`src/shared/exec_pkg.sv`:
```
// Purpose: shared constants and types for the bit and arithmetic executor
// Assumes: 14-bit instruction words, 8-bit data, 7-bit file addresses
// Notes:   opcodes follow the usual mid-range encoding

package exec_pkg;

    // ----------------------------------------------------------------
    // widths
    // ----------------------------------------------------------------
    localparam int DATA_W  = 8;
    localparam int ADDR_W  = 7;
    localparam int BIT_W   = 3;
    localparam int INSTR_W = 14;

    // ----------------------------------------------------------------
    // instruction fields
    // ----------------------------------------------------------------
    localparam int ADDR_LSB = 0;
    localparam int DEST_POS = 7;
    localparam int BIT_LSB  = 7;
    localparam int LIT_LSB  = 0;
    localparam int NIB_POS  = 4;

    // ----------------------------------------------------------------
    // opcodes: byte ops top 6 bits, bit ops top 4, literal ops top 5
    // ----------------------------------------------------------------
    localparam logic [5:0] OPC_ADD_REG = 6'h07;
    localparam logic [5:0] OPC_AND_REG = 6'h05;
    localparam logic [3:0] OPC_BIT_CLR = 4'h4;
    localparam logic [3:0] OPC_BIT_SET = 4'h5;
    localparam logic [3:0] OPC_SKIP_Z  = 4'h6;
    localparam logic [3:0] OPC_SKIP_O  = 4'h7;
    localparam logic [4:0] OPC_ADD_IMM = 5'h1f;
    localparam logic [4:0] OPC_AND_IMM = 5'h1c;

    // ----------------------------------------------------------------
    // reset values
    // ----------------------------------------------------------------
    localparam logic [DATA_W-1:0] ACC_RST = 8'h00;

    typedef enum logic [8:0] {
        OP_NONE     = 9'h001,
        OP_ADD_IMM  = 9'h002,
        OP_ADD_REG  = 9'h004,
        OP_AND_IMM  = 9'h008,
        OP_AND_REG  = 9'h010,
        OP_BIT_CLR  = 9'h020,
        OP_BIT_SET  = 9'h040,
        OP_SKIP_ONE = 9'h080,
        OP_SKIP_ZER = 9'h100
    } op_kind_t;

    typedef struct packed {
        logic carry;
        logic digit_carry;
        logic zero;
    } flags_t;

    typedef struct packed {
        op_kind_t              kind;
        logic [ADDR_W-1:0]     addr;
        logic                  dest_reg;
        logic [BIT_W-1:0]      bit_sel;
        logic [DATA_W-1:0]     literal;
    } decoded_t;

    typedef struct packed {
        logic                  we;
        logic [ADDR_W-1:0]     addr;
        logic [DATA_W-1:0]     data;
    } file_write_t;

endpackage : exec_pkg

```
`src/hw/instr_decode.sv`:
```
// Purpose: splits an instruction word into operation kind and fields
// Assumes: words outside this subset decode to OP_NONE
// Notes:   purely combinational

module instr_decode (
    // instruction in
    input  wire logic [exec_pkg::INSTR_W-1:0] instr,
    // decoded fields out
    output exec_pkg::decoded_t                dec
);

    // opcode fields sit at the top of the word, widths taken from the codes
    localparam int BYTE_OP_W = $bits(exec_pkg::OPC_ADD_REG);
    localparam int LIT_OP_W  = $bits(exec_pkg::OPC_ADD_IMM);
    localparam int BIT_OP_W  = $bits(exec_pkg::OPC_BIT_CLR);
    localparam int TOP       = exec_pkg::INSTR_W - 1;

    always_comb begin
        dec          = '0;
        dec.kind     = exec_pkg::OP_NONE;
        dec.addr     = instr[exec_pkg::ADDR_LSB +: exec_pkg::ADDR_W];
        dec.dest_reg = instr[exec_pkg::DEST_POS];
        dec.bit_sel  = instr[exec_pkg::BIT_LSB +: exec_pkg::BIT_W];
        dec.literal  = instr[exec_pkg::LIT_LSB +: exec_pkg::DATA_W];
        if (instr[TOP -: BYTE_OP_W] == exec_pkg::OPC_ADD_REG) begin
            dec.kind = exec_pkg::OP_ADD_REG;
        end else if (instr[TOP -: BYTE_OP_W] == exec_pkg::OPC_AND_REG) begin
            dec.kind = exec_pkg::OP_AND_REG;
        end else if (instr[TOP -: LIT_OP_W] == exec_pkg::OPC_ADD_IMM) begin
            dec.kind = exec_pkg::OP_ADD_IMM;
        end else if (instr[TOP -: LIT_OP_W] == exec_pkg::OPC_AND_IMM) begin
            dec.kind = exec_pkg::OP_AND_IMM;
        end else begin
            case (instr[TOP -: BIT_OP_W])
                exec_pkg::OPC_BIT_CLR: dec.kind = exec_pkg::OP_BIT_CLR;
                exec_pkg::OPC_BIT_SET: dec.kind = exec_pkg::OP_BIT_SET;
                exec_pkg::OPC_SKIP_Z:  dec.kind = exec_pkg::OP_SKIP_ZER;
                exec_pkg::OPC_SKIP_O:  dec.kind = exec_pkg::OP_SKIP_ONE;
                default:               dec.kind = exec_pkg::OP_NONE;
            endcase
        end
    end

endmodule : instr_decode

```
`src/hw/add_and_bit_ops_executor.sv`:
```
// Purpose: executes add, and, bit set/clear and bit-test-skip operations
// Assumes: one instruction presented per clk_sys edge with instr_valid
// Notes:   file register read is combinational through rd_addr/rd_data
//
// Operation
// - add-immediate adds an 8-bit literal to the accumulator into it.
// - add-register adds the accumulator to the 7-bit addressed file reg.
// - for register ops dest 0 writes accumulator, dest 1 the file reg.
// - and-immediate ands the accumulator with a literal into it.
// - and-register ands accumulator with file reg to the chosen dest.
// - bit-clear zeroes one selected bit of a file reg, no flags touched.
// - bit-set forces one selected bit of a file reg to one, no flags.
// - skip-if-one discards the next instruction when the bit is one.
// - skip-if-zero discards the next instruction when the bit is zero.

module add_and_bit_ops_executor (
    // clock and reset
    input  wire logic                         clk_sys,
    input  wire logic                         rst,
    // instruction stream
    input  wire logic                         instr_valid,
    input  wire logic [exec_pkg::INSTR_W-1:0] instr,
    // file register read port
    output logic      [exec_pkg::ADDR_W-1:0]  rd_addr,
    input  wire logic [exec_pkg::DATA_W-1:0]  rd_data,
    // file register write port
    output exec_pkg::file_write_t             file_wr,
    // core state
    output logic      [exec_pkg::DATA_W-1:0]  acc,
    output exec_pkg::flags_t                  flags,
    output logic                              skip_active,
    output logic                              instr_done
);

    // ----------------------------------------------------------------
    // state
    // ----------------------------------------------------------------
    typedef struct packed {
        logic [exec_pkg::DATA_W-1:0] acc;
        exec_pkg::flags_t            flags;
        logic                        skip;
        exec_pkg::file_write_t       wr;
        logic                        done;
    } state_t;

    state_t             state_reg;
    state_t             state_next;
    exec_pkg::decoded_t dec;

    // cast width for the per-bit select compare
    localparam int SEL_W = exec_pkg::BIT_W;

    logic [exec_pkg::DATA_W:0]   sum;
    logic [exec_pkg::DATA_W-1:0] sum_lo;
    logic [exec_pkg::NIB_POS:0]  low_sum;
    logic [exec_pkg::DATA_W-1:0] and_val;
    logic [exec_pkg::DATA_W-1:0] bit_mask;
    logic                        tested_bit;
    exec_pkg::flags_t            add_flags;
    logic                        and_zero;

    // ----------------------------------------------------------------
    // decode
    // ----------------------------------------------------------------
    instr_decode u_decode (
        .instr (instr),
        .dec   (dec)
    );

    // address comes straight from the word so the read settles in the
    // same cycle the op is taken
    assign rd_addr = dec.addr;

    // ----------------------------------------------------------------
    // bit select, one mask bit per data bit
    // ----------------------------------------------------------------
    for (genvar b = 0; b < exec_pkg::DATA_W; b++) begin : g_mask
        assign bit_mask[b] = (dec.bit_sel == SEL_W'(b));
    end

    // ----------------------------------------------------------------
    // datapath
    // ----------------------------------------------------------------
    always_comb begin
        logic [exec_pkg::DATA_W-1:0] opnd;
        opnd = '0;
        case (dec.kind)
            exec_pkg::OP_ADD_IMM,
            exec_pkg::OP_AND_IMM: begin
                opnd = dec.literal;
            end
            default: begin
                opnd = rd_data;
            end
        endcase
        sum = {1'b0, state_reg.acc} + {1'b0, opnd};
        low_sum = {1'b0, state_reg.acc[exec_pkg::NIB_POS-1:0]}
                + {1'b0, opnd[exec_pkg::NIB_POS-1:0]};
        and_val = state_reg.acc & opnd;
        sum_lo = sum[exec_pkg::DATA_W-1:0];
        // adds report all three flags, ands only ever report zero
        add_flags.carry       = sum[exec_pkg::DATA_W];
        add_flags.digit_carry = low_sum[exec_pkg::NIB_POS];
        add_flags.zero        = (sum_lo == '0);
        and_zero = (and_val == '0);
        tested_bit = |(rd_data & bit_mask);
    end

    // ----------------------------------------------------------------
    // next state
    // ----------------------------------------------------------------
    always_comb begin
        state_next    = state_reg;
        state_next.wr = '0;
        state_next.done = 1'b0;
        // a skipped word is executed as a no-op, so the test spans two cycles
        if (instr_valid && state_reg.skip) begin
            state_next.skip = 1'b0;
            state_next.done = 1'b1;
        end else if (instr_valid) begin
            state_next.done = 1'b1;
            case (dec.kind)
                exec_pkg::OP_ADD_IMM: begin
                    state_next.acc   = sum_lo;
                    state_next.flags = add_flags;
                end
                exec_pkg::OP_ADD_REG: begin
                    state_next.flags = add_flags;
                    if (dec.dest_reg) begin
                        state_next.wr.we   = 1'b1;
                        state_next.wr.addr = dec.addr;
                        state_next.wr.data = sum_lo;
                    end else begin
                        state_next.acc = sum_lo;
                    end
                end
                exec_pkg::OP_AND_IMM: begin
                    state_next.acc        = and_val;
                    state_next.flags.zero = and_zero;
                end
                exec_pkg::OP_AND_REG: begin
                    // carry and digit carry keep their old values here
                    state_next.flags.zero = and_zero;
                    if (dec.dest_reg) begin
                        state_next.wr.we   = 1'b1;
                        state_next.wr.addr = dec.addr;
                        state_next.wr.data = and_val;
                    end else begin
                        state_next.acc = and_val;
                    end
                end
                exec_pkg::OP_BIT_CLR: begin
                    state_next.wr.we   = 1'b1;
                    state_next.wr.addr = dec.addr;
                    state_next.wr.data = rd_data & ~bit_mask;
                end
                exec_pkg::OP_BIT_SET: begin
                    state_next.wr.we   = 1'b1;
                    state_next.wr.addr = dec.addr;
                    state_next.wr.data = rd_data | bit_mask;
                end
                exec_pkg::OP_SKIP_ONE: begin
                    state_next.skip = tested_bit;
                end
                exec_pkg::OP_SKIP_ZER: begin
                    state_next.skip = ~tested_bit;
                end
                default: begin
                    state_next.done = 1'b1;
                end
            endcase
        end
    end

    // ----------------------------------------------------------------
    // registers
    // ----------------------------------------------------------------
    always_ff @(posedge clk_sys) begin
        if (rst) begin
            state_reg.acc   <= exec_pkg::ACC_RST;
            state_reg.flags <= '0;
            state_reg.skip  <= 1'b0;
            state_reg.wr    <= '0;
            state_reg.done  <= 1'b0;
        end else begin
            state_reg <= state_next;
        end
    end

    // ----------------------------------------------------------------
    // outputs
    // ----------------------------------------------------------------
    // write is registered on the edge that takes the op and commits on the next clk_sys edge, whether or not that edge takes an op
    assign file_wr     = state_reg.wr;
    assign acc         = state_reg.acc;
    assign flags       = state_reg.flags;
    assign skip_active = state_reg.skip;
    assign instr_done  = state_reg.done;

endmodule : add_and_bit_ops_executor

```
`config.mk`:
```
export PLATFORM = sky130hd
export DESIGN_NAME = add_and_bit_ops_executor
export DESIGN_NICKNAME = d
export VERILOG_FILES = /design/src/shared/exec_pkg.sv /design/src/hw/instr_decode.sv /design/src/hw/add_and_bit_ops_executor.sv
export SDC_FILE = /design/constraint.sdc
export NUM_CORES = 1
export LEC_CHECK = 0
export ABC_AREA = 1
export BUFFER_PORTS_ARGS = -buffer_cell sky130_fd_sc_hd__buf_2
export CAP_MARGIN = 0
export CORE_UTILIZATION = 23
export DETAILED_ROUTE_END_ITERATION = 8
export SYNTH_ARGS = -nofsm -noshare
export SYNTH_HDL_FRONTEND = slang
export SYNTH_SLANG_ARGS = --single-unit
```
`constraint.sdc`:
```
create_clock -name clk_sys -period 2.55 [get_ports clk_sys]
set_clock_uncertainty 0.2 [all_clocks]
set_input_delay 0.1275 -clock clk_sys [delete_from_list [all_inputs] [get_ports clk_sys]]
set_output_delay 0.1275 -clock clk_sys [all_outputs]
set_load 0.005 [all_outputs]
```
Word-level counts from Yosys, hierarchy flattened
Cells that the tools add are included.
{ "totals": {"ff_bits": 29, "in_bits": 25, "out_inout_bits": 36, "elab_cells": 77} }
{ "classes": {"add_sub_neg": 2, "n_eq_ne": 25, "muxes": 16, "bitwise_logic": 8, "n_reduce_logical": 17} }
{ "op_table": {"columns": ["cell", "count"], "rows": [
  ["$pmux W16 S4", 1],
  ["$mux W9", 4],
  ["$pmux W9 S4", 1],
  ["$mux W16", 2],
  ["$pmux W8 S4", 1],
  ["$and A8 B8 Y8", 3],
  ["$mux W8", 3],
  ["$eq A4 B3 Y1 const B", 4],
  ["$logic_not A8 Y1", 2],
  ["$eq A3 B3 Y1 const B", 4],
  ["$eq A6 B3 Y1 const B", 2],
  ["$eq A5 B5 Y1 const B", 2],
  ["$add A8 B8 Y9", 1],
  ["$eq A9 B2 Y1 const B", 1],
  ["$eq A9 B3 Y1 const B", 1],
  ["$eq A9 B4 Y1 const B", 1],
  ["$eq A9 B5 Y1 const B", 1],
  ["$eq A9 B6 Y1 const B", 1],
  ["$eq A9 B7 Y1 const B", 1],
  ["$eq A9 B8 Y1 const B", 1],
  ["$eq A9 B9 Y1 const B", 1],
  ["$not A8 Y8", 1],
  ["$or A8 B8 Y8", 1],
  ["$reduce_or A2 Y1", 4],
  ["other kinds (16)", 24]
]} }

Longest topological paths before layout
Gate-level depths: netlist of the first run.
{ "logic_depth": {"depth_word": 12, "ltp_mapped": 18, "mapped_depth_nobuf": 18} }

Modules after synthesis
From an unflattened synthesis of the first run, not the netlist that was laid out.
{ "hier_totals": {"hier_cells": 420, "area_unflattened_um2": 2568.7} }
{ "by_module_without_submodules": {"columns": ["mod", "n_inst", "cells_each", "area_each_um2", "seq_area_each_um2"], "rows": [
  ["add_and_bit_ops_executor", 1, 375, 2312.2, 580.6],
  ["instr_decode", 1, 45, 256.5, 0.0]
]} }

Worst setup path after synthesis of the first run
OpenSTA, ideal clock, no wires.
{ "synth_path": {"path_type": "input port to flip-flop", "start": "input instr[9] (netlist bit)", "end": "register, netlist name acc[4]", "setup_time_ns": 0.064, "arrival_time_ns": 2.231, "required_ns": 2.286, "slack_ns": 0.056, "path_stages": 17, "n_path_buf": 2, "cell_sequence": "buf_4 > inv_4 > nand4_1 > nand2_1 > buf_2 > a21oi_1 > ha_1 > inv_1 > fa_1 > inv_1 > nand2_1 > nand2_1 > nand2_1 > and2_1 > o21ai_0 > nor2_1 > nor2_1"} }
{ "synth_via": {"elab_chain_len": 11, "word_cells_on_any_way": 23, "classes_between": "add/sub: 1; eq/ne: 10; mux: 8; bitwise: 1; reduce/logical: 3"} }
{ "synth_rtl": {"columns": ["element", "line", "rtl"], "rows": [
  ["from (decl)", "add_and_bit_ops_executor.sv:22", "input wire logic [exec_pkg::INSTR_W-1:0] instr,"],
  ["$eq A5 B5 Y1", "instr_decode.sv:31", "end else if (instr[TOP -: LIT_OP_W] == exec_pkg::OPC_AND_IMM) begin"],
  ["$mux W9", "instr_decode.sv:31", null],
  ["$mux W9", "instr_decode.sv:29", "end else if (instr[TOP -: LIT_OP_W] == exec_pkg::OPC_ADD_IMM) begin"],
  ["$mux W9", "instr_decode.sv:27", "end else if (instr[TOP -: BYTE_OP_W] == exec_pkg::OPC_AND_REG) begin"],
  ["$mux W9 (*)", "instr_decode.sv:25", "if (instr[TOP -: BYTE_OP_W] == exec_pkg::OPC_ADD_REG) begin"],
  ["$eq A9 B4 Y1 or $eq A9 B2 Y1 (tied branches)", "add_and_bit_ops_executor.sv:87, add_and_bit_ops_executor.sv:122", null],
  ["$reduce_or A2 Y1", "add_and_bit_ops_executor.sv:87", "case (dec.kind)"],
  ["$mux W8", "add_and_bit_ops_executor.sv:87", null],
  ["$add A8 B8 Y9 or $and A8 B8 Y8 (tied branches)", "add_and_bit_ops_executor.sv:96, add_and_bit_ops_executor.sv:99", null],
  ["$mux W8, on equally long branches", "add_and_bit_ops_executor.sv:129, add_and_bit_ops_executor.sv:144", null],
  ["$pmux W8 S4", "add_and_bit_ops_executor.sv:122", "case (dec.kind)"]
]} }
Mark *: on every way between the ends. The rest lies on a longest branch, timed or not. The select of a mux whose other input is x is not followed.
A chain may end at the register's enable or synchronous reset.

Worst setup path in the final report of the first run
{ "layout_path": {"start": "input instr[0] (netlist bit)", "end": "register state_reg, in the netlist file_wr[4]"} }
{ "layout_via": {"elab_chain_len": 4} }
{ "layout_rtl": {"columns": ["element", "line", "rtl"], "rows": [
  ["$mux W8", "add_and_bit_ops_executor.sv:87", null],
  ["$add A8 B8 Y9", "add_and_bit_ops_executor.sv:96", "sum = {1'b0, state_reg.acc} + {1'b0, opnd};"],
  ["$mux W16", "add_and_bit_ops_executor.sv:129", "if (dec.dest_reg) begin"],
  ["$pmux W16 S4", "add_and_bit_ops_executor.sv:122", null],
  ["to (signal assigned)", "add_and_bit_ops_executor.sv:186", "state_reg <= state_next;"],
  ["to (decl)", "add_and_bit_ops_executor.sv:46", "state_t state_reg;"]
]} }
No other way between the ends.

==> impl_metrics.py, run 1 <==
metrics = {
    "sta": {
        "layout_setup_ws_ns": 0.190,
        "fmax_mhz": 424,
        "slew_viol_final": 0,
        "post-route-min-period_ns": 2.36,
        "fin_crit_sh_pct": 92.5,
        "finalSetupViolations": 0,
        "rsz0062_at_grt": "no",
        "slew_headroom_pct": 64.2,
        "tightest_slew_ns": 0.536,
        "final.setup.tns_ns": 0,
        "whs_ns": 0.0258,
        "hold_violations": 0,
    },
    "floorplan": {
        "dieArea_mm2": 0.00958,
        "dieHeight_um": 97.9,
        "io_pins": 61,
        "core_area_mm2": 0.00881,
        "num_rows": 34,
        "start_util_pct": 24.0,
        "die_w_um": 97.9,
    },
    "setup_path": {
        "crit_type": "input port to flop",
        "path_cells": "dlygate4sd3_1 > buf_2 > inv_1 > a21oi_2 > ha_2 > inv_1 > fa_2 > inv_1 > nand2_1 > nand2_1 > nand2_1 > and2_1 > o211ai_1 > nand2_1 > inv_1",
        "startpoint_type": "input port",
        "worstSetupEndpointType": "flop",
        "cp_num_buf_inv": 6,
        "cp.required_ns": 2.58,
        "path_delay_family": "buffers and inverters",
        "crit_fanout": 2,
        "crit_arrival_ns": 2.38,
        "crit_path_max_incr_delay_ns": 0.53,
        "cp_slowest_cell": "dlygate4sd3_1",
    },
    "routing": {
        "vias": 2376,
        "first_pass_iters": 6,
        "vias_per_cell": 4.47,
        "drc": 12,
        "routed_wl_mm": 6.44,
        "final_antenna_net_count": 0,
        "drt_iter0_markers": 165,
        "wl_per_cell_um": 12.1,
    },
    "min_path": {
        "hp-class": "input port to flop",
    },
    "outcome": {
        "run_status": "finished with violations",
        "violations": "DRC",
    },
    "cells_and_area": {
        "drive_gt1_share_pct": 24.8,
        "area_growth_pct": 30.4,
        "final_net_count": 459,
        "num_antenna_cells": 0,
        "fillCellCount": 984,
        "final_util_pct": 31.3,
        "final_cell_mix": "76 x nand2_1, 60 x buf_2, 56 x inv_1",
        "final_common_cell": "nand2_1",
    },
    "power_and_ir_drop": {
        "p_leak_nw": 1.53,
        "seq_power_share_pct": 43.4,
        "netSwitchingPower_mw": 0.332,
        "power.internal_mw": 0.751,
        "clkPwrFrac_pct": 32.3,
        "total_power_mw": 1.08,
        "ir_drop_mv": 0.138,
        "power_density_mw_per_mm2": 393,
        "swShare_pct": 30.7,
        "pwr-share-comb_pct": 24.4,
    },
    "synth": {
        "syn_nets": 379,
        "synth_cell_type_count": 33,
        "synth-seq-cells": 29,
        "syn_inst": 344,
        "synth_area_mm2": 0.00211,
        "ys_seq_area_share_pct": 27.5,
        "syn_avg_cell_area_um2": 6.14,
        "yosys_warnings": 0,
        "synth.area.top_cells": "dfxtp_1 27%, nand2_1 14%, inv_1 9.9%, nor2_1 8.7%, o21ai_0 5.9%",
        "yosys.area.top_type": "dfxtp_1",
        "yosys.area.top_type_share_pct": 27.5,
    },
    "job": {
        "drv_cap": 0,
    },
    "grt": {
        "antenna_found_initial": 0,
        "grt_pass1_wl_mm": 10.8,
        "grt_max_degree": 14,
        "first_global_vias": 2289,
        "grt_remaining_overflow": 0,
        "grt_usage_pct": 14.0,
    },
    "clock_network": {
        "tritoncts": "built",
        "cts_max_path_buffers": 2,
        "clk_latency_ns": 0.28,
        "cts_sinks": 29,
        "cts_setup_buffers": 0,
        "htree_levels": 2,
        "cts_made_buffers": 5,
        "cts-root-buf": "clkbuf_8",
        "clkSlewWorstSetupHoldPaths_ns": 0.06,
    },
    "place": {
        "dp_hpwl_mm": 5.18,
        "gp_congestion": 0.898,
        "place_ws_ns": -0.0707,
        "port-buffer-count": 60,
    },
}
-- tightest hold or removal path: stages --
cell     delay, ns
buf_2         0.08
inv_1         0.06
o21ai_0       0.14
nor2_1        0.05
-- through the flow --
stage | cells | area (um^2)
final | 531 | 2760
after floorplan | 344 | 2110
after detailed placement | 516 | 2580
after CTS | 531 | 2750
after global routing | 531 | 2760
after global placement | 516 | 2580
-- registers in the layout (all words and copies together), names as in the netlist --
register / cells
file_wr: 16
acc: 8
skip_active: 1
flags: 3
instr_done: 1
-- what timing repair did --
action | in CTS | in global routing
gates resized for setup | 0 | 5
hold buffers | 9 | 0
setup endpoints to repair | 0 | 5
endpoints found under the hold margin | 8 | 0
-- power groups by stage --
| stage | Sequential [mW] | Combinational (mW) | Clock (mW) |
|---|---|---|---|
| floorplan | 0.480 | 0.159 | 0 |
| global placement | 0.479 | 0.247 | 0 |
| detailed placement | 0.480 | 0.249 | 0 |
| CTS | 0.470 | 0.261 | 0.363 |
| global route | 0.471 | 0.299 | 0.384 |
| finish | 0.470 | 0.264 | 0.349 |
-- final cells by class --
| class | instances | area, um^2 | share of cell area (%) |
|---|---|---|---|
| clock inverter | 1 | 5.00 | 0.182 |
| inverter | 61 | 234 | 8.49 |
| timing repair buffer | 87 | 526 | 19.1 |
| sequential | 29 | 581 | 21.1 |
| tap | 108 | 135 | 4.90 |
| multi-input combinational | 240 | 1210 | 43.8 |
| clock buffer | 5 | 68.8 | 2.50 |
-- per-layer routing --
metal / global-route usage, % / up-vias / part of all wire (%)
li1: - / 1243 / -
met1: 17.0 / 1050 / 45
met2: 23.6 / 73 / 47
met3: 3.72 / 10 / 6.3
met4: 5.24 / 0 / 1.3
met5: 0 / - / 0
-- cells in the mapped netlist --
| library cell | n |
|---|---|
| or2_2 | 2 |
| nor2_2 | 4 |
| nand2_2 | 2 |
| nor3_2 | 1 |
| a21oi_1 | 14 |
| dfxtp_1 | 29 |
| o21ai_1 | 2 |
| nand4_1 | 10 |
| ha_1 | 9 |
| nor3_1 | 6 |
| a211oi_1 | 2 |
| inv_1 | 56 |
| inv_2 | 3 |
| a21oi_2 | 1 |
| clkbuf_2 | 1 |
| o21ai_2 | 1 |
| o21a_1 | 1 |
| buf_2 | 3 |
| inv_4 | 2 |
| and2_1 | 1 |
| o22ai_1 | 2 |
| o21ai_0 | 25 |
| nor2_1 | 49 |
| nand3_1 | 22 |
| buf_4 | 8 |
| nand2_1 | 77 |
| buf_6 | 2 |
| xnor2_1 | 1 |
| a31oi_1 | 1 |
| nand3_2 | 1 |
| fa_1 | 1 |
| xor2_1 | 1 |
| o211ai_1 | 4 |
-- kinds of logic (layout without fill, tap and decap cells) --
group | count (synthesis) | in the layout | share of synthesized area [%]
compound gates | 53 | 53 | 13.9
fa+ha+maj | 10 | 10 | 6.28
buf+inv | 75 | 154 | 15.9
flops | 29 | 29 | 27.5
xor+xnor | 2 | 2 | 0.829
simple gates | 175 | 175 | 35.6
-- final timing paths --
| check | startpoint | to | slack [ns] | cells after the start |
|---|---|---|---|---|
| max | instr[0] | file_wr[4] | 0.19 | 15 |
| min reg2reg | flags[1] | flags[1] | 0.29 | 2 |
| max reg2reg | acc[0] | file_wr[4] | 0.49 | 11 |
| min | instr_valid | skip_active | 0.03 | 4 |
Note: power is estimated with default switching activity, not from simulation.
==> run 2, diff against run 1 <==
CORE_UTILIZATION = 47   (was 23)
PLACE_DENSITY = 0.76   (was unset)
==> impl_metrics.py, run 2 (same netlist as run 1, synthesis figures left out) <==
metrics = {
    "clock_network": {
        "clkSlewWorstSetupHoldPaths_ns": 0.07,
        "htree_levels": 2,
        "cts_made_buffers": 5,
        "clk_latency_ns": 0.28,
        "cts-root-buf": "clkbuf_8",
        "tritoncts": "built",
        "cts_sinks": 29,
        "cts_max_path_buffers": 2,
    },
    "power_and_ir_drop": {
        "total_power_mw": 1.29,
        "power_density_mw_per_mm2": 478,
        "pwr-share-comb_pct": 19.6,
        "ir_drop_mv": 0.260,
        "swShare_pct": 26.2,
        "netSwitchingPower_mw": 0.338,
        "power.internal_mw": 0.953,
        "p_leak_nw": 1.53,
        "clkPwrFrac_pct": 44.1,
        "seq_power_share_pct": 36.3,
    },
    "setup_path": {
        "path_cells": "dlygate4sd3_1 > buf_2 > inv_1 > a21oi_1 > ha_1 > inv_1 > fa_1 > inv_1 > nand2_1 > nand2_1 > nand2_1 > and2_1 > o211ai_1 > nand2_1 > inv_1",
        "crit_fanout": 2,
        "worstSetupEndpointType": "flop",
        "startpoint_type": "input port",
        "cp.required_ns": 2.58,
        "crit_path_max_incr_delay_ns": 0.53,
        "crit_type": "input port to flop",
        "r2r_cells": 11,
        "crit_arrival_ns": 2.39,
        "cp_slowest_cell": "dlygate4sd3_1",
    },
    "grt": {
        "grt_usage_pct": 24.3,
        "grt_pass1_wl_mm": 9.35,
        "grt_remaining_overflow": 0,
        "antenna_found_initial": 0,
        "first_global_vias": 2154,
        "grt_max_degree": 14,
    },
    "cells_and_area": {
        "area_growth_pct": 27.8,
        "final_net_count": 454,
        "final_cells": 472,
        "final_common_cell": "nand2_1",
        "final_cell_mix": "76 x nand2_1, 60 x buf_2, 56 x inv_1",
        "drive_gt1_share_pct": 23.6,
        "num_antenna_cells": 0,
        "largest_reg_flops": 16,
        "stdcell_area_mm2": 0.00270,
        "fillCellCount": 426,
    },
    "floorplan": {
        "start_util_pct": 48.9,
        "core_area_mm2": 0.00432,
        "die_w_um": 69.1,
        "num_rows": 24,
        "io_pins": 61,
        "dieArea_mm2": 0.00477,
        "dieHeight_um": 69.1,
    },
    "place": {
        "dp_hpwl_mm": 4.47,
        "gp_congestion": 0.876,
        "port-buffer-count": 60,
        "dp_cells": 455,
        "place_area_mm2": 0.00247,
        "place_ws_ns": -0.0274,
    },
    "min_path": {
        "hp-class": "input port to flop",
        "hold_depth": 4,
    },
    "sta": {
        "rsz0062_at_grt": "no",
        "post-route-min-period_ns": 2.35,
        "slew_headroom_pct": 61.7,
        "hold_violations": 0,
        "tightest_slew_ns": 0.575,
        "fmax_mhz": 425,
        "whs_ns": 0.0249,
        "layout_setup_ws_ns": 0.198,
        "slew_viol_final": 0,
        "fin_crit_sh_pct": 92.2,
        "finalSetupViolations": 0,
    },
    "routing": {
        "drc": 0,
        "vias_per_cell": 5.11,
        "routed_wl_mm": 5.73,
        "wl_per_cell_um": 12.1,
        "final_antenna_net_count": 0,
        "vias": 2414,
        "drt_iter0_markers": 253,
        "first_pass_iters": 4,
    },
    "outcome": {
        "run_status": "finished clean",
    },
    "job": {
        "drv_cap": 0,
    },
}
[run 2: cell count changes in the layout (fill, tap and decap cells not counted)]
cell / previous run / this run
bufinv_16: 0 / 2
o21ai_1: 3 / 2
ha_1: 8 / 9
a21oi_1: 13 / 14
o21ai_0: 24 / 25
a21oi_2: 2 / 1
fa_2: 1 / 0
ha_2: 1 / 0
fa_1: 0 / 1
buf_4: 18 / 13
[run 2: power groups by stage]
stage / logic, mW / registers [mW] / clock network, mW
4_1_cts: 0.250 / 0.469 / 0.574
3_5_place_dp: 0.238 / 0.479 / 0
2_1_floorplan: 0.159 / 0.480 / 0
5_1_grt: 0.284 / 0.470 / 0.593
6_report: 0.253 / 0.469 / 0.569
3_3_place_gp: 0.236 / 0.479 / 0
[run 2: layout make-up]
type	count	area (um^2)	share of cell area (%)
tap	52	65.1	2.41
sequential	29	581	21.5
clock buffer	5	68.8	2.55
clock inverter	3	65.1	2.41
multi-input combinational	240	1200	44.4
timing repair buffer	82	488	18.1
inverter	61	234	8.67
[run 2: worst paths after layout]
check | from | to | slack [ns]
setup / recovery | instr[0] | file_wr[4] | 0.20
hold / removal | instr_valid | skip_active | 0.02
setup reg to reg | acc[0] | file_wr[4] | 0.52
hold reg to reg | flags[1] | flags[1] | 0.29
[run 2: worst max-delay path: cells and delay by family]
kind,cells,cell delay [ns]
AOI/OAI and AO/OA,2,0.32
adders and majority gates,2,0.57
buffers and inverters,6,0.90
and+or+nand+nor,5,0.43
[run 2: layer usage]
layer	routed length, um	share of wire, %	global-route usage [%]	vias to the layer above
met5	0	0	0	-
met1	2640	46	31.6	1080
met2	2590	45	40.2	86
li1	-	-	-	1234
met3	351	6.1	4.24	14
met4	145	2.5	8.39	0
[run 2: through the flow]
| stage | util (%) | setup TNS (ns) |
|---|---|---|
| after global routing | 62.4 | 0 |
| after detailed placement | 57.2 | -0.0431 |
| after global placement | 57.2 | 0 |
| final | 62.4 | 0 |
| after floorplan | - | 0 |
| after CTS | 62.4 | 0 |
[run 2: repair_timing]
item,CTS,global route
hold buffers,9,0
endpoints found under the hold margin,8,0
setup endpoints to repair,0,4
resized for setup,0,1
setup buffers,0,0
==> run 3, diff against run 2 <==
BUFFER_PORTS_ARGS = unset   (was -buffer_cell sky130_fd_sc_hd__buf_2)
CORE_UTILIZATION = 57   (was 47)
CTS_CLUSTER_DIAMETER = 50   (was unset)
DONT_BUFFER_PORTS = 1   (was unset)
PLACE_DENSITY = 0.75   (was 0.76)
REMOVE_ABC_BUFFERS = 1   (was unset)
==> impl_metrics.py, run 3 (same netlist as run 1, synthesis figures left out) <==
metrics = {
    "outcome": {
        "run_status": "finished clean",
    },
    "sta": {
        "hold_violations": 0,
        "final.setup.tns_ns": 0,
        "fin_crit_sh_pct": 90.3,
        "tightest_slew_ns": 0.526,
        "post-route-min-period_ns": 2.30,
        "fmax_mhz": 434,
        "whs_ns": 0.00934,
        "slew_headroom_pct": 64.9,
        "finalSetupViolations": 0,
        "slew_viol_final": 0,
        "rsz0062_at_grt": "no",
    },
    "floorplan": {
        "core_area_mm2": 0.00344,
        "dieArea_mm2": 0.00396,
        "dieHeight_um": 62.9,
        "die_w_um": 62.9,
        "num_rows": 21,
        "start_util_pct": 61.4,
        "io_pins": 61,
    },
    "place": {
        "dp_cells": 381,
        "gp_congestion": 0.945,
        "dp_hpwl_mm": 4.13,
        "port-buffer-count": 0,
    },
    "cells_and_area": {
        "final_common_cell": "nand2_1",
        "drive_gt1_share_pct": 8.31,
        "area_growth_pct": 13.9,
        "final_util_pct": 69.9,
        "final_net_count": 395,
        "final_cells": 407,
        "final_cell_mix": "77 x nand2_1, 56 x inv_1, 49 x nor2_1",
        "largest_reg_flops": 16,
        "num_antenna_cells": 0,
    },
    "clock_network": {
        "clkSlewWorstSetupHoldPaths_ns": 0.07,
        "cts_max_path_buffers": 2,
        "clk_latency_ns": 0.29,
        "htree_levels": 2,
        "cts_made_buffers": 5,
        "cts_resized": 0,
        "cts-root-buf": "clkbuf_8",
        "tritoncts": "built",
        "cts_sinks": 29,
    },
    "power_and_ir_drop": {
        "seq_power_share_pct": 39.7,
        "netSwitchingPower_mw": 0.326,
        "clkPwrFrac_pct": 42.9,
        "pwr-share-comb_pct": 17.4,
        "swShare_pct": 27.4,
        "power_density_mw_per_mm2": 494,
        "power.internal_mw": 0.862,
        "ir_drop_mv": 0.255,
        "p_leak_nw": 1.24,
    },
    "grt": {
        "grt_pass1_wl_mm": 9.41,
        "antenna_found_initial": 0,
        "first_global_vias": 2041,
        "grt_max_degree": 14,
        "grt_usage_pct": 30.2,
        "use_met2_pct": 48.1,
        "grt_remaining_overflow": 0,
        "grt_use_met3_pct": 8.39,
        "busiest_layer": "met2",
        "met1_usage_pct": 40.0,
    },
    "routing": {
        "drt_iter0_markers": 240,
        "wl_per_cell_um": 14.0,
        "vias": 2275,
        "vias_per_cell": 5.59,
        "drc": 0,
        "routed_wl_mm": 5.69,
        "final_antenna_net_count": 0,
        "first_pass_iters": 5,
    },
    "setup_path": {
        "crit_type": "input port to flop",
        "cp.required_ns": 2.58,
        "crit_arrival_ns": 2.33,
        "startpoint_type": "input port",
        "worstSetupEndpointType": "flop",
        "crit_fanout": 10,
    },
    "min_path": {
        "hp-class": "input port to flop",
    },
    "job": {
        "drv_cap": 0,
    },
}
==> run 3: changes by cell type in the layout (fill, tap and decap cells not counted), sizes merged <==
| cell | change |
|---|---|
| buf | -68 |
| clkinvlp | +1 |
| clkbuf | +1 |
| bufinv | -1 |
| dlygate4sd3 | +9 |
| clkinv | -1 |
==> run 3: path summary, 6_finish.rpt <==
check	startpoint	to	slack, ns	depth (start not counted)
setup / recovery	instr[12]	file_wr[4]	0.25	17
hold / removal	rd_data[0]	file_wr[0]	0.009	4
setup reg to reg	acc[0]	file_wr[4]	0.47	11
hold reg to reg	flags[1]	flags[1]	0.31	2
==> run 3: critical path, cell delays in order <==
cell and delay, ns:
nand2_1 0.05, inv_1 0.07, nand4_1 0.13, nand2_1 0.28, buf_4 0.20, nand2_1 0.05, o21ai_0 0.12, inv_1 0.10
fa_1 0.44, inv_1 0.09, nand2_1 0.07, nand2_1 0.09, nand2_1 0.07, and2_1 0.15, o211ai_1 0.17, nand2_1 0.07
inv_1 0.06
==> run 3: layout make-up <==
type                    instances  area, um^2
clock buffers                   6        82.6
clock inverters                 2        37.5
fillers                       318        1040
inverters                      61         234
multi-input cells             240        1200
flip-flops and latches         29         581
well taps                      46        57.6
repair buffers                 23         218
==> run 3: timing repair <==
item	CTS	global route
buffers inserted	0	0
hold buffers	18	0
hold endpoints to repair	15	0
==> run 3: metrics by stage <==
step | cell area (um^2) | total power [mW] | setup WS (ns)
global placement | 2110 | 0.658 | 0.102
finish | 2410 | 1.19 | 0.248
CTS | 2410 | 1.18 | 0.308
global route | 2410 | 1.23 | 0.0653
detailed placement | 2110 | 0.660 | 0.0524
floorplan | 2010 | 0.620 | 0.138
==> run 3: power by group through the flow <==
stage	Combinational [mW]	Clock, mW	Sequential, mW
floorplan	0.140	0	0.480
global placement	0.177	0	0.482
detailed placement	0.179	0	0.482
CTS	0.201	0.506	0.472
global route	0.234	0.528	0.472
finish	0.207	0.509	0.471
==> run 3: routing by layer <==
metal,vias to the layer above,share of wire (%)
met5,-,0
met4,0,1.1
met3,13,9.3
met2,129,46
met1,1008,43
li1,1125,-
